==> src/dual_comm_watchdog_pkg.sv <==
// Constants shared by the dual communication watchdog.
package dual_comm_watchdog_pkg;

   // ****************************************
   // Clock and base tick
   // ****************************************
   localparam int          CLK_FREQ_MHZ   = 100;
   localparam int          BASE_FREQ_MHZ  = 25;
   localparam int          BASE_PERIOD_NS = 40;
   localparam int          BASE_DIV       = CLK_FREQ_MHZ / BASE_FREQ_MHZ;
   localparam logic [1:0]  BASE_DIV_LAST  = 2'(BASE_DIV - 1);

   // ****************************************
   // Configuration fields
   // ****************************************
   localparam int          CFG_W          = 16;
   localparam int          NUM_WD         = 2;
   localparam int          WD_BUS         = 0;
   localparam int          WD_APP         = 1;
   localparam logic [15:0] MULT_RESET     = 16'h09c2;
   localparam logic [15:0] MULT_MIN       = 16'h0001;
   localparam logic [16:0] MULT_OFFSET    = 17'h00002;
   localparam logic [15:0] BUS_TO_RESET   = 16'h03e8;
   localparam logic [15:0] APP_TO_RESET   = 16'h03e8;
   localparam logic [15:0] TO_DISABLED    = 16'h0000;

endpackage

==> src/dual_comm_watchdog.sv <==
// Bus-side and application-side communication watchdogs with a shared prescaler.
`timescale 1ns/1ps

// Operation
// - Both watchdogs take their tick from the 25 MHz base by dividing it by multiplier plus two.
// - One watchdog tick spans multiplier plus two base periods of 40 ns.
// - The default multiplier of 2498 yields a watchdog tick of 100 us.
// - A single multiplier feeds the one prescaler that both watchdogs share.
// - Each watchdog keeps its own timeout count, and its period is that count times the tick.
// - A bus-side count of 10000 with a 100 us tick supervises for one second.
// - The bus-side count defaults to 1000, giving 100 ms with the default tick.
// - The bus-side count accepts 0 to 65535 and the multiplier accepts 1 to 65535.
// - The bus-side watchdog restarts on each successful process-data access and on each configuration load.
// - On bus-side expiry all process-data outputs (out_data_o) are driven to logic false.
// - Bus-side expiry leaves the operational state of the slave state machine untouched.
// - The application-side watchdog trips when no local interface access comes within its timeout.
// - A bus-side count of zero disables that watchdog so outputs are never forced off.
module dual_comm_watchdog #(
   parameter int DATA_W = 8
) (
   // Clock and reset
   input  wire logic              clk_i,
   input  wire logic              rst_n_i,
   // Configuration download
   input  wire logic              cfg_load_i,
   input  wire logic [15:0]       multiplier_i,
   input  wire logic [15:0]       bus_timeout_i,
   input  wire logic [15:0]       app_timeout_i,
   // Communication events
   input  wire logic              bus_pd_access_i,
   input  wire logic              app_access_i,
   // Process outputs and state
   input  wire logic [DATA_W-1:0] out_data_i,
   input  wire logic [3:0]        operational_state_i,
   output logic      [DATA_W-1:0] out_data_o,
   output logic      [3:0]        operational_state_o,
   // Status
   output logic                   wd_tick_o,
   output logic                   bus_expired_o,
   output logic                   app_expired_o
);

   // ****************************************
   // State
   // ****************************************
   logic [1:0]        base_cnt;
   logic [1:0]        next_base_cnt;
   logic              base_tick;
   logic              next_base_tick;
   logic [16:0]       pre_cnt;
   logic [16:0]       next_pre_cnt;
   logic              next_wd_tick;
   logic [15:0]       mult;
   logic [15:0]       next_mult;
   logic [15:0]       timeout     [dual_comm_watchdog_pkg::NUM_WD];
   logic [15:0]       next_timeout[dual_comm_watchdog_pkg::NUM_WD];
   logic [15:0]       wd_cnt      [dual_comm_watchdog_pkg::NUM_WD];
   logic [15:0]       next_wd_cnt [dual_comm_watchdog_pkg::NUM_WD];
   logic              expired     [dual_comm_watchdog_pkg::NUM_WD];
   logic              next_expired[dual_comm_watchdog_pkg::NUM_WD];
   logic              access      [dual_comm_watchdog_pkg::NUM_WD];
   logic [15:0]       load_to     [dual_comm_watchdog_pkg::NUM_WD];
   logic [DATA_W-1:0] next_out_data;
   logic [16:0]       pre_last;

   assign access[dual_comm_watchdog_pkg::WD_BUS]  = bus_pd_access_i;
   assign access[dual_comm_watchdog_pkg::WD_APP]  = app_access_i;
   assign load_to[dual_comm_watchdog_pkg::WD_BUS] = bus_timeout_i;
   assign load_to[dual_comm_watchdog_pkg::WD_APP] = app_timeout_i;

   // ****************************************
   // Base tick and shared prescaler
   // ****************************************
   always_comb begin
      next_base_tick = (base_cnt == dual_comm_watchdog_pkg::BASE_DIV_LAST);
      next_base_cnt  = next_base_tick ? 2'h0 : 2'(base_cnt + 2'h1);
      pre_last       = 17'({1'b0, mult} + dual_comm_watchdog_pkg::MULT_OFFSET - 17'h00001);
      next_pre_cnt   = pre_cnt;
      next_wd_tick   = 1'b0;
      if (base_tick) begin
         if (pre_cnt >= pre_last) begin
            next_pre_cnt = 17'h00000;
            next_wd_tick = 1'b1;
         end else begin
            next_pre_cnt = 17'(pre_cnt + 17'h00001);
         end
      end
   end

   always_ff @(posedge clk_i or negedge rst_n_i) begin
      if (!rst_n_i) begin
         base_cnt  <= 2'h0;
         base_tick <= 1'b0;
         pre_cnt   <= 17'h00000;
         wd_tick_o <= 1'b0;
      end else begin
         base_cnt  <= next_base_cnt;
         base_tick <= next_base_tick;
         pre_cnt   <= next_pre_cnt;
         wd_tick_o <= next_wd_tick;
      end
   end

   // ****************************************
   // Configuration
   // ****************************************
   always_comb begin
      next_mult = mult;
      for (int i = 0; i < dual_comm_watchdog_pkg::NUM_WD; i++) begin
         next_timeout[i] = timeout[i];
      end
      if (cfg_load_i) begin
         next_mult = (multiplier_i < dual_comm_watchdog_pkg::MULT_MIN) ?
                     dual_comm_watchdog_pkg::MULT_MIN : multiplier_i;
         for (int i = 0; i < dual_comm_watchdog_pkg::NUM_WD; i++) begin
            next_timeout[i] = load_to[i];
         end
      end
   end

   // ****************************************
   // Watchdog counters
   // ****************************************
   always_comb begin
      for (int i = 0; i < dual_comm_watchdog_pkg::NUM_WD; i++) begin
         next_wd_cnt[i]  = wd_cnt[i];
         next_expired[i] = expired[i];
         if (next_timeout[i] == dual_comm_watchdog_pkg::TO_DISABLED) begin
            next_wd_cnt[i]  = 16'h0000;
            next_expired[i] = 1'b0;
         end else if (access[i] || cfg_load_i) begin
            next_wd_cnt[i]  = next_timeout[i];
            next_expired[i] = 1'b0;
         end else if (wd_tick_o && (wd_cnt[i] != 16'h0000)) begin
            next_wd_cnt[i] = 16'(wd_cnt[i] - 16'h0001);
            if (wd_cnt[i] == 16'h0001) begin
               next_expired[i] = 1'b1;
            end
         end
      end
      next_out_data = next_expired[dual_comm_watchdog_pkg::WD_BUS] ? '0 : out_data_i;
   end

   always_ff @(posedge clk_i or negedge rst_n_i) begin
      if (!rst_n_i) begin
         mult                                    <= dual_comm_watchdog_pkg::MULT_RESET;
         timeout[dual_comm_watchdog_pkg::WD_BUS] <= dual_comm_watchdog_pkg::BUS_TO_RESET;
         timeout[dual_comm_watchdog_pkg::WD_APP] <= dual_comm_watchdog_pkg::APP_TO_RESET;
         wd_cnt[dual_comm_watchdog_pkg::WD_BUS]  <= dual_comm_watchdog_pkg::BUS_TO_RESET;
         wd_cnt[dual_comm_watchdog_pkg::WD_APP]  <= dual_comm_watchdog_pkg::APP_TO_RESET;
         expired[dual_comm_watchdog_pkg::WD_BUS] <= 1'b0;
         expired[dual_comm_watchdog_pkg::WD_APP] <= 1'b0;
         out_data_o                              <= '0;
         operational_state_o                     <= 4'h0;
         bus_expired_o                           <= 1'b0;
         app_expired_o                           <= 1'b0;
      end else begin
         mult <= next_mult;
         for (int i = 0; i < dual_comm_watchdog_pkg::NUM_WD; i++) begin
            timeout[i] <= next_timeout[i];
            wd_cnt[i]  <= next_wd_cnt[i];
            expired[i] <= next_expired[i];
         end
         out_data_o          <= next_out_data;
         operational_state_o <= operational_state_i;
         bus_expired_o       <= next_expired[dual_comm_watchdog_pkg::WD_BUS];
         app_expired_o       <= next_expired[dual_comm_watchdog_pkg::WD_APP];
      end
   end

endmodule

==> config.mk <==
export PLATFORM = sky130hd
export DESIGN_NAME = dual_comm_watchdog
export DESIGN_NICKNAME = d
export VERILOG_FILES = /design/src/dual_comm_watchdog_pkg.sv /design/src/dual_comm_watchdog.sv
export SDC_FILE = /design/constraint.sdc
export NUM_CORES = 1
export LEC_CHECK = 0
export BUFFER_PORTS_ARGS = -buffer_cell sky130_fd_sc_hd__buf_4
export CAP_MARGIN = 5
export CORE_AREA = 2 2 108 110
export DETAILED_ROUTE_END_ITERATION = 7
export DIE_AREA = 0 0 110 112
export PLACE_DENSITY = 0.75
export SETUP_SLACK_MARGIN = 0.1
export SLEW_MARGIN = 20
export SYNTH_ARGS = -nofsm -noshare
export SYNTH_HDL_FRONTEND = slang
export SYNTH_SLANG_ARGS = --single-unit
==> constraint.sdc <==
create_clock -name clk_i -period 4.2 [get_ports clk_i]
set_input_delay 0.21 -clock clk_i [delete_from_list [all_inputs] [get_ports clk_i]]
set_output_delay 0.21 -clock clk_i [all_outputs]
set_load 0.01 [all_outputs]
==> reports/qor.txt, run 1 <==
status: complete, no violations
die area: 12,320 sq um
clock share of power: 43.2%
vias in the first global route: 4,926
post-cts resize count: 0
Post-Syn Nets: 668
H-tree depth: 4
Post-Synthesis Cells: 579
Clock Path Buffers: 2
EDFF count, synth: 0
first-pass GRT wire length: 23,620 um
CORE AREA: 11,170 sq um
FP Rows: 39
Reg clk slew, reported paths: 50 ps
DIE HEIGHT: 112 um
fmax: 274.4 MHz
Avg WL per Cell: 17.08 um
Final Hold Viols: 0
Min-Delay Path Class: input port to flop
cell-internal power: 2282 uW
Detailed Place HPWL: 9801 um
Total GRT Usage: 24.83%
FFs w/ async S/R, synth: 100.0%
setup TNS: 0 ps
Synth Area in Adders: 5.019%
Crit Path Max Fanout: 13
final setup vio count: 0
Leak: 0.003067 uW
Place WS: 638.1 ps
crit path time final: 3644 ps
clk sinks: 115
# diodes: 0
worst hold margin: 19.08 ps
crit-path max cell delay: 740 ps
critical-path cell list: and3_1 > and3_1 > nand3_1 > nor3_1 > xnor2_1 > ha_1 > a21oi_1 > a21boi_0 > a311oi_1 > a21oi_1 > nor2_1
violation count after the first detailed-routing iteration: 309
CTS Buf Count: 17
Fillers: 900
I/O pins: 80
WP data arrival: 3980 ps
Ys Warns: 0
crit end category: flop
Final #Nets: 756
initial antenna violation count: 0
Post-Synth XOR/XNOR Area: 6.002%
CP max-delay cell: a311oi_1
sw frac: 25.30%
Sw Pwr: 773.1 uW
Logic pwr share: 13.2%
Post-CTS Setup Repair Bufs: 0
Sequential Power Share: 43.7%
Synth Area in Compound Gates: 9.829%
Req. time, crit path: 4530 ps
P per Cell Area: 418.2 nW/um^2
synthesis-stage register bit count: 115
synthesized area per cell: 10.33 sq um
PortBufs: 79
global route total overflow: 0
Worst Skew: 7.546 ps
TritonRoute pass-1 iters: 5
Routed Antenna Nets: 0
# DRC: 0
fin crit share: 86.75%
largest net degree at the start of global routing: 83
post-DR vias/cell: 5.788
ys flop type: dfrtp_1
CTS root buffer: clkbuf_16
worst setup margin: 556.3 ps
die width: 110 um
Mapped Area: 5983 sq um
Critical Path Start Type: flop
RSZ-0062 raised after global routing: no
Max-cap violations: 0
maximum vdd drop: 0.2377 mV
final WL: 14,040 um
actual slew at the worst max-slew pin: 954.5 ps
gpl congestion: 0.8766
vias: 4,758
final slew viol count: 0
CTS tree: done
R2R setup slack: 560 ps
post-synthesis sequential area ratio: 48.70%
synth unique cells: 54
multiplexer share of the synthesized area: 8.616%
ratio of cells with drive above 1 in the final layout: 28.72%
clk_lat worst skew: 410 ps
critical path class: flop to flop
Area Overhead vs Synth: 22.10%
main combinational cell family by area after synthesis: simple AND/OR/NAND/NOR gates
Starting Density: 53.54%
Synth Area in Simple Gates: 19.41%
Worst slew margin: 36.37%
stage by stage:
step	power (uW)	instance area, sq um	std cells	utilization (%)
detailed placement	1743	6711	786	60.06
global placement	1720	6711	786	60.06
global route	3191	7306	822	65.38
CTS	3078	7292	821	65.26
finish	3055	7306	822	65.38
floorplan	1574	5983	579	-
worst max-delay path: cells and delay by family (launching register included):
kind                     cells  cell delay (ps)
AND/OR/NAND/NOR              5              990
XOR/XNOR                     1              180
AO/OA/AOI/OAI                4             1510
adder cells (fa/ha/maj)      1              320
flip-flops                   1              570
flip-flops by register name (all words and copies together), names as in the netlist:
register             count
base_cnt                 2
expired                  2
base_tick                1
wd_cnt                  32
out_data_o               8
operational_state_o      4
mult                    16
pre_cnt                 17
wd_tick_o                1
timeout                 32
cells in the final DEF (no fill, tap or decap), types with 5 or more instances in the layout:
cell and instances:
clkbuf_16 17, and3_1 10, dfrtp_1 86, o21ai_0 14
or3_1 9, xnor2_1 19, nor2_1 78, dfstp_2 29
buf_4 83, a211oi_1 21, inv_1 17, mux2_2 44
nand4_1 13, xor2_1 22, ha_1 24, clkinv_2 5
nor2b_1 11, nand2_1 38, nand3_1 16, clkbuf_1 5
dlygate4sd3_1 5, nor3_1 19, nor4_1 17, a21oi_1 18
or4_1 5
power groups by stage:
stage | registers [uW] | logic [uW] | clock network, uW
2_1_floorplan | 1320 | 250 | 0
3_3_place_gp | 1340 | 380 | 0
3_5_place_dp | 1350 | 396 | 0
4_1_cts | 1330 | 403 | 1340
5_1_grt | 1350 | 458 | 1390
6_report | 1330 | 402 | 1320
cell type report:
class                   count  area, sq um  share of cell area, %
repair buffers             89        684.4                  9.368
clock buffers              25        485.5                  6.645
well taps                 143        178.9                  2.449
multi-input cells         427         2924                  40.02
inverters                  17        63.81                 0.8734
clock inverters             6        55.05                 0.7536
flip-flops and latches    115         2914                  39.89
logic make-up after synthesis:
group | after synthesis
fa+ha+maj | 24
mux | 46
buf+inv | 37
compound gates | 86
simple gates | 230
flops | 115
xor+xnor | 41
final timing paths:
| check | start | to | depth (start not counted) |
|---|---|---|---|
| min reg2reg | base_cnt[0] | base_cnt[0] | 1 |
| max reg2reg | mult[7] | pre_cnt[14] | 11 |
| max | mult[7] | pre_cnt[14] | 11 |
| max in group asynchronous | rst_n_i | timeout[3] | 3 |
| min | out_data_i[0] | out_data_o[0] | 2 |
| min in group asynchronous | rst_n_i | operational_state_o[0] | 2 |
Yosys cell counts (2+ instances only):
cell	n	area, sq um
dfrtp_1	86	2152
nor2_1	78	292.8
mux2_2	44	495.5
nand2_1	38	142.6
dfstp_2	29	762.0
ha_1	24	300.3
xor2_1	22	192.7
a211oi_1	21	157.7
nor3_1	19	95.09
xnor2_1	19	166.4
a21oi_1	18	90.09
inv_1	17	63.81
nor4_1	17	106.4
nand3_1	16	80.08
o21ai_0	14	70.07
nand4_1	13	81.33
clkbuf_1	12	45.04
nor2b_1	11	68.82
and3_1	10	62.56
or3_1	9	56.30
buf_2	5	25.02
or4_1	5	37.54
a32o_1	4	40.04
o211ai_1	4	30.03
o31ai_1	4	30.03
a311oi_1	3	26.28
buf_1	3	11.26
o22ai_1	3	18.77
or2_2	3	18.77
a21oi_2	2	17.52
a22oi_1	2	15.01
mux2i_1	2	20.02
layer usage:
| layer | up-vias | wire length (um) | track usage [%] |
|---|---|---|---|
| met4 | 0 | 337 | 9.789 |
| met2 | 145 | 6962 | 40.61 |
| li1 | 2260 | - | - |
| met3 | 31 | 656 | 5.386 |
| met1 | 2322 | 6085 | 31.94 |
| met5 | - | 0 | 0 |
timing repair:
action | 4_1_cts | 5_1_grt
setup endpoints to repair | 0 | 0
endpoints found under the hold margin | 4 | 64
hold buffers | 4 | 1
Note: power is estimated with default switching activity, not from simulation.
==> inputs of run 2 (changes only) <==
--- a/config.mk
+++ b/config.mk
@@ -8,6 +8,7 @@
 export BUFFER_PORTS_ARGS = -buffer_cell sky130_fd_sc_hd__buf_4
 export CAP_MARGIN = 5
 export CORE_AREA = 2 2 108 110
+export CTS_BUF_LIST = sky130_fd_sc_hd__clkbuf_8
 export DETAILED_ROUTE_END_ITERATION = 7
 export DIE_AREA = 0 0 110 112
 export PLACE_DENSITY = 0.75
==> reports/qor.txt, run 2 (same netlist as run 1, synthesis figures left out) <==
status: complete, no violations
crit path time final: 3632 ps (-12.06 ps)
CTS Hold Bufs: 22 (+18)
Total GRT Usage: 24.83% (about the same)
I/O pins: 80 (unchanged)
Final #Nets: 773 (+2.2%)
R2R Path End: pre_cnt[14]
sw frac: 27.44% (+2.1 points)
final setup vio count: 0 (unchanged)
worst setup margin: 568.4 ps (+12.06 ps)
initial antenna violation count: 0 (unchanged)
violation count after the first detailed-routing iteration: 284 (-8.1%)
Crit Path Max Fanout: 13 (unchanged)
Sw Pwr: 731.8 uW (-5.3%)
# DRC: 0 (unchanged)
Starting Density: 53.54% (unchanged)
DIE HEIGHT: 112 um (unchanged)
Reg clk slew, reported paths: 60 ps (about the same)
CTS tree: done
Critical Path Start Type: flop
clock share of power: 34.5% (-8.7 points)
cell-internal power: 1935 uW (-15%)
reg2reg path depth: 11 (unchanged)
P per Cell Area: 366.1 nW/um^2 (-12%)
Place WS: 638.1 ps (unchanged)
commonest non-fill, non-tap cell in the layout: dfrtp_1
Logic pwr share: 15.5% (+2.3 points)
GRT met1 Usage: 32.37% (+0.43 points)
met3 Use GR: 5.328% (-0.059 points)
Clock Path Buffers: 2 (unchanged)
H-tree depth: 4 (unchanged)
Worst slew margin: 36.47% (+0.10 points)
RSZ-0062 raised after global routing: no
CP max-delay cell: a311oi_1
Fillers: 906 (+0.67%)
met2 Track Usage GR: 40.20% (-0.41 points)
CORE AREA: 11,170 sq um (unchanged)
die area: 12,320 sq um (unchanged)
FP Rows: 39 (unchanged)
post-DR vias/cell: 5.801 (+0.22%)
# diodes: 0 (unchanged)
Detailed Place HPWL: 9801 um (unchanged)
clk sinks: 115 (unchanged)
Sequential Power Share: 50.0% (+6.3 points)
fin cells: 839 (+2.1%)
crit-path max cell delay: 740 ps (about the same)
worst hold margin: 3.862 ps (-15.22 ps)
WP data arrival: 4000 ps (+20 ps)
CTS Buf Count: 17 (unchanged)
top flop regs: timeout (32), wd_cnt (32), pre_cnt (17)
first-pass GRT wire length: 23,590 um (-0.11%)
Placed Cells: 786 (unchanged)
actual slew at the worst max-slew pin: 952.9 ps (-1.565 ps)
final slew viol count: 0 (unchanged)
largest net degree at the start of global routing: 83 (unchanged)
Leak: 0.003072 uW (+0.15%)
Min-Delay Path Class: input port to flop
Max-cap violations: 0 (unchanged)
WHS Path Cells: 2 (unchanged)
fmax: 275.4 MHz (+0.33%)
Routed Antenna Nets: 0 (unchanged)
vias: 4,867 (+2.3%)
CTS root buffer: clkbuf_8
clk_lat worst skew: 450 ps (+40 ps)
PortBufs: 79 (unchanged)
Final Hold Viols: 0 (unchanged)
maximum vdd drop: 0.2285 mV (-3.9%)
final WL: 13,980 um (-0.44%)
Worst Skew: 9.270 ps (+1.724 ps)
ratio of cells with drive above 1 in the final layout: 28.02% (-0.70 points)
Req. time, crit path: 4570 ps (+40 ps)
die width: 110 um (unchanged)
critical-path cell list: and3_1 > and3_1 > nand3_1 > nor3_1 > xnor2_1 > ha_1 > a21oi_1 > a21boi_0 > a311oi_1 > a21oi_1 > nor2_1
crit end category: flop
vias in the first global route: 4,920 (-0.12%)
R2R Path Start: mult[7]
GRT Max-Usage Layer: met2
setup TNS: 0 ps (unchanged)
critical path class: flop to flop
Avg WL per Cell: 16.66 um (-2.5%)
Post-CTS Setup Repair Bufs: 0 (unchanged)
post-cts resize count: 0 (unchanged)
Area Overhead vs Synth: 21.75%
global route total overflow: 0 (unchanged)
hold_sp: out_data_i[0]
gpl congestion: 0.8766 (unchanged)
R2R setup slack: 570 ps (about the same)
most frequent cells in the layout: dfrtp_1 (86), buf_4 (83), nor2_1 (78)
TritonRoute pass-1 iters: 5 (unchanged)
WHS Endpoint: out_data_o[0]
fin crit share: 86.47% (-0.29 points)
## run 2: power groups by stage
stage	clock network (uW)	logic (uW)	registers (uW)
floorplan	0	250	1320
global route	983	471	1350
CTS	939	415	1330
finish	921	414	1330
detailed placement	0	396	1350
global placement	0	380	1340
## run 2: worst max-delay path by stage
stage / start / end / slack (ps) / cells after the start
2_1_floorplan: mult[7] / pre_cnt[10] / 1220 / 12
3_3_place_gp: mult[7] / wd_tick_o / 890 / 10
3_5_place_dp: mult[7] / pre_cnt[14] / 640 / 11
4_1_cts: mult[7] / pre_cnt[14] / 580 / 11
5_1_grt: mult[7] / pre_cnt[14] / 190 / 11
6_report: mult[7] / pre_cnt[14] / 570 / 11
## run 2: metrics by stage
step | power (uW) | utilization, % | instance area [sq um]
after floorplan | 1574 | - | 5983
final | 2667 | 65.19 | 7284
after detailed placement | 1743 | 60.06 | 6711
after CTS | 2683 | 65.16 | 7281
after global placement | 1720 | 60.06 | 6711
after global routing | 2800 | 65.19 | 7284
## run 2: cell type report
cell class,count,area (sq um),share of cell area (%)
Clock inverter,11,73.82,1.013
Clock buffer,20,275.3,3.779
Multi-Input combinational cell,427,2924,40.14
Timing Repair Buffer,106,854.6,11.73
Tap cell,143,178.9,2.456
Inverter,17,63.81,0.8760
Sequential cell,115,2914,40.00
## run 2: layer usage
metal	routed length, um	vias to the layer above
met5	0	-
met4	315	0
met3	705	29
met2	6829	155
met1	6129	2379
li1	-	2304
## run 2: critical path, delay by kind of cell (launching register included)
kind                     cells  cell delay, ps
AO/OA/AOI/OAI                4            1510
XOR/XNOR                     1             180
adder cells (fa/ha/maj)      1             310
flip-flops                   1             570
AND/OR/NAND/NOR              5             960
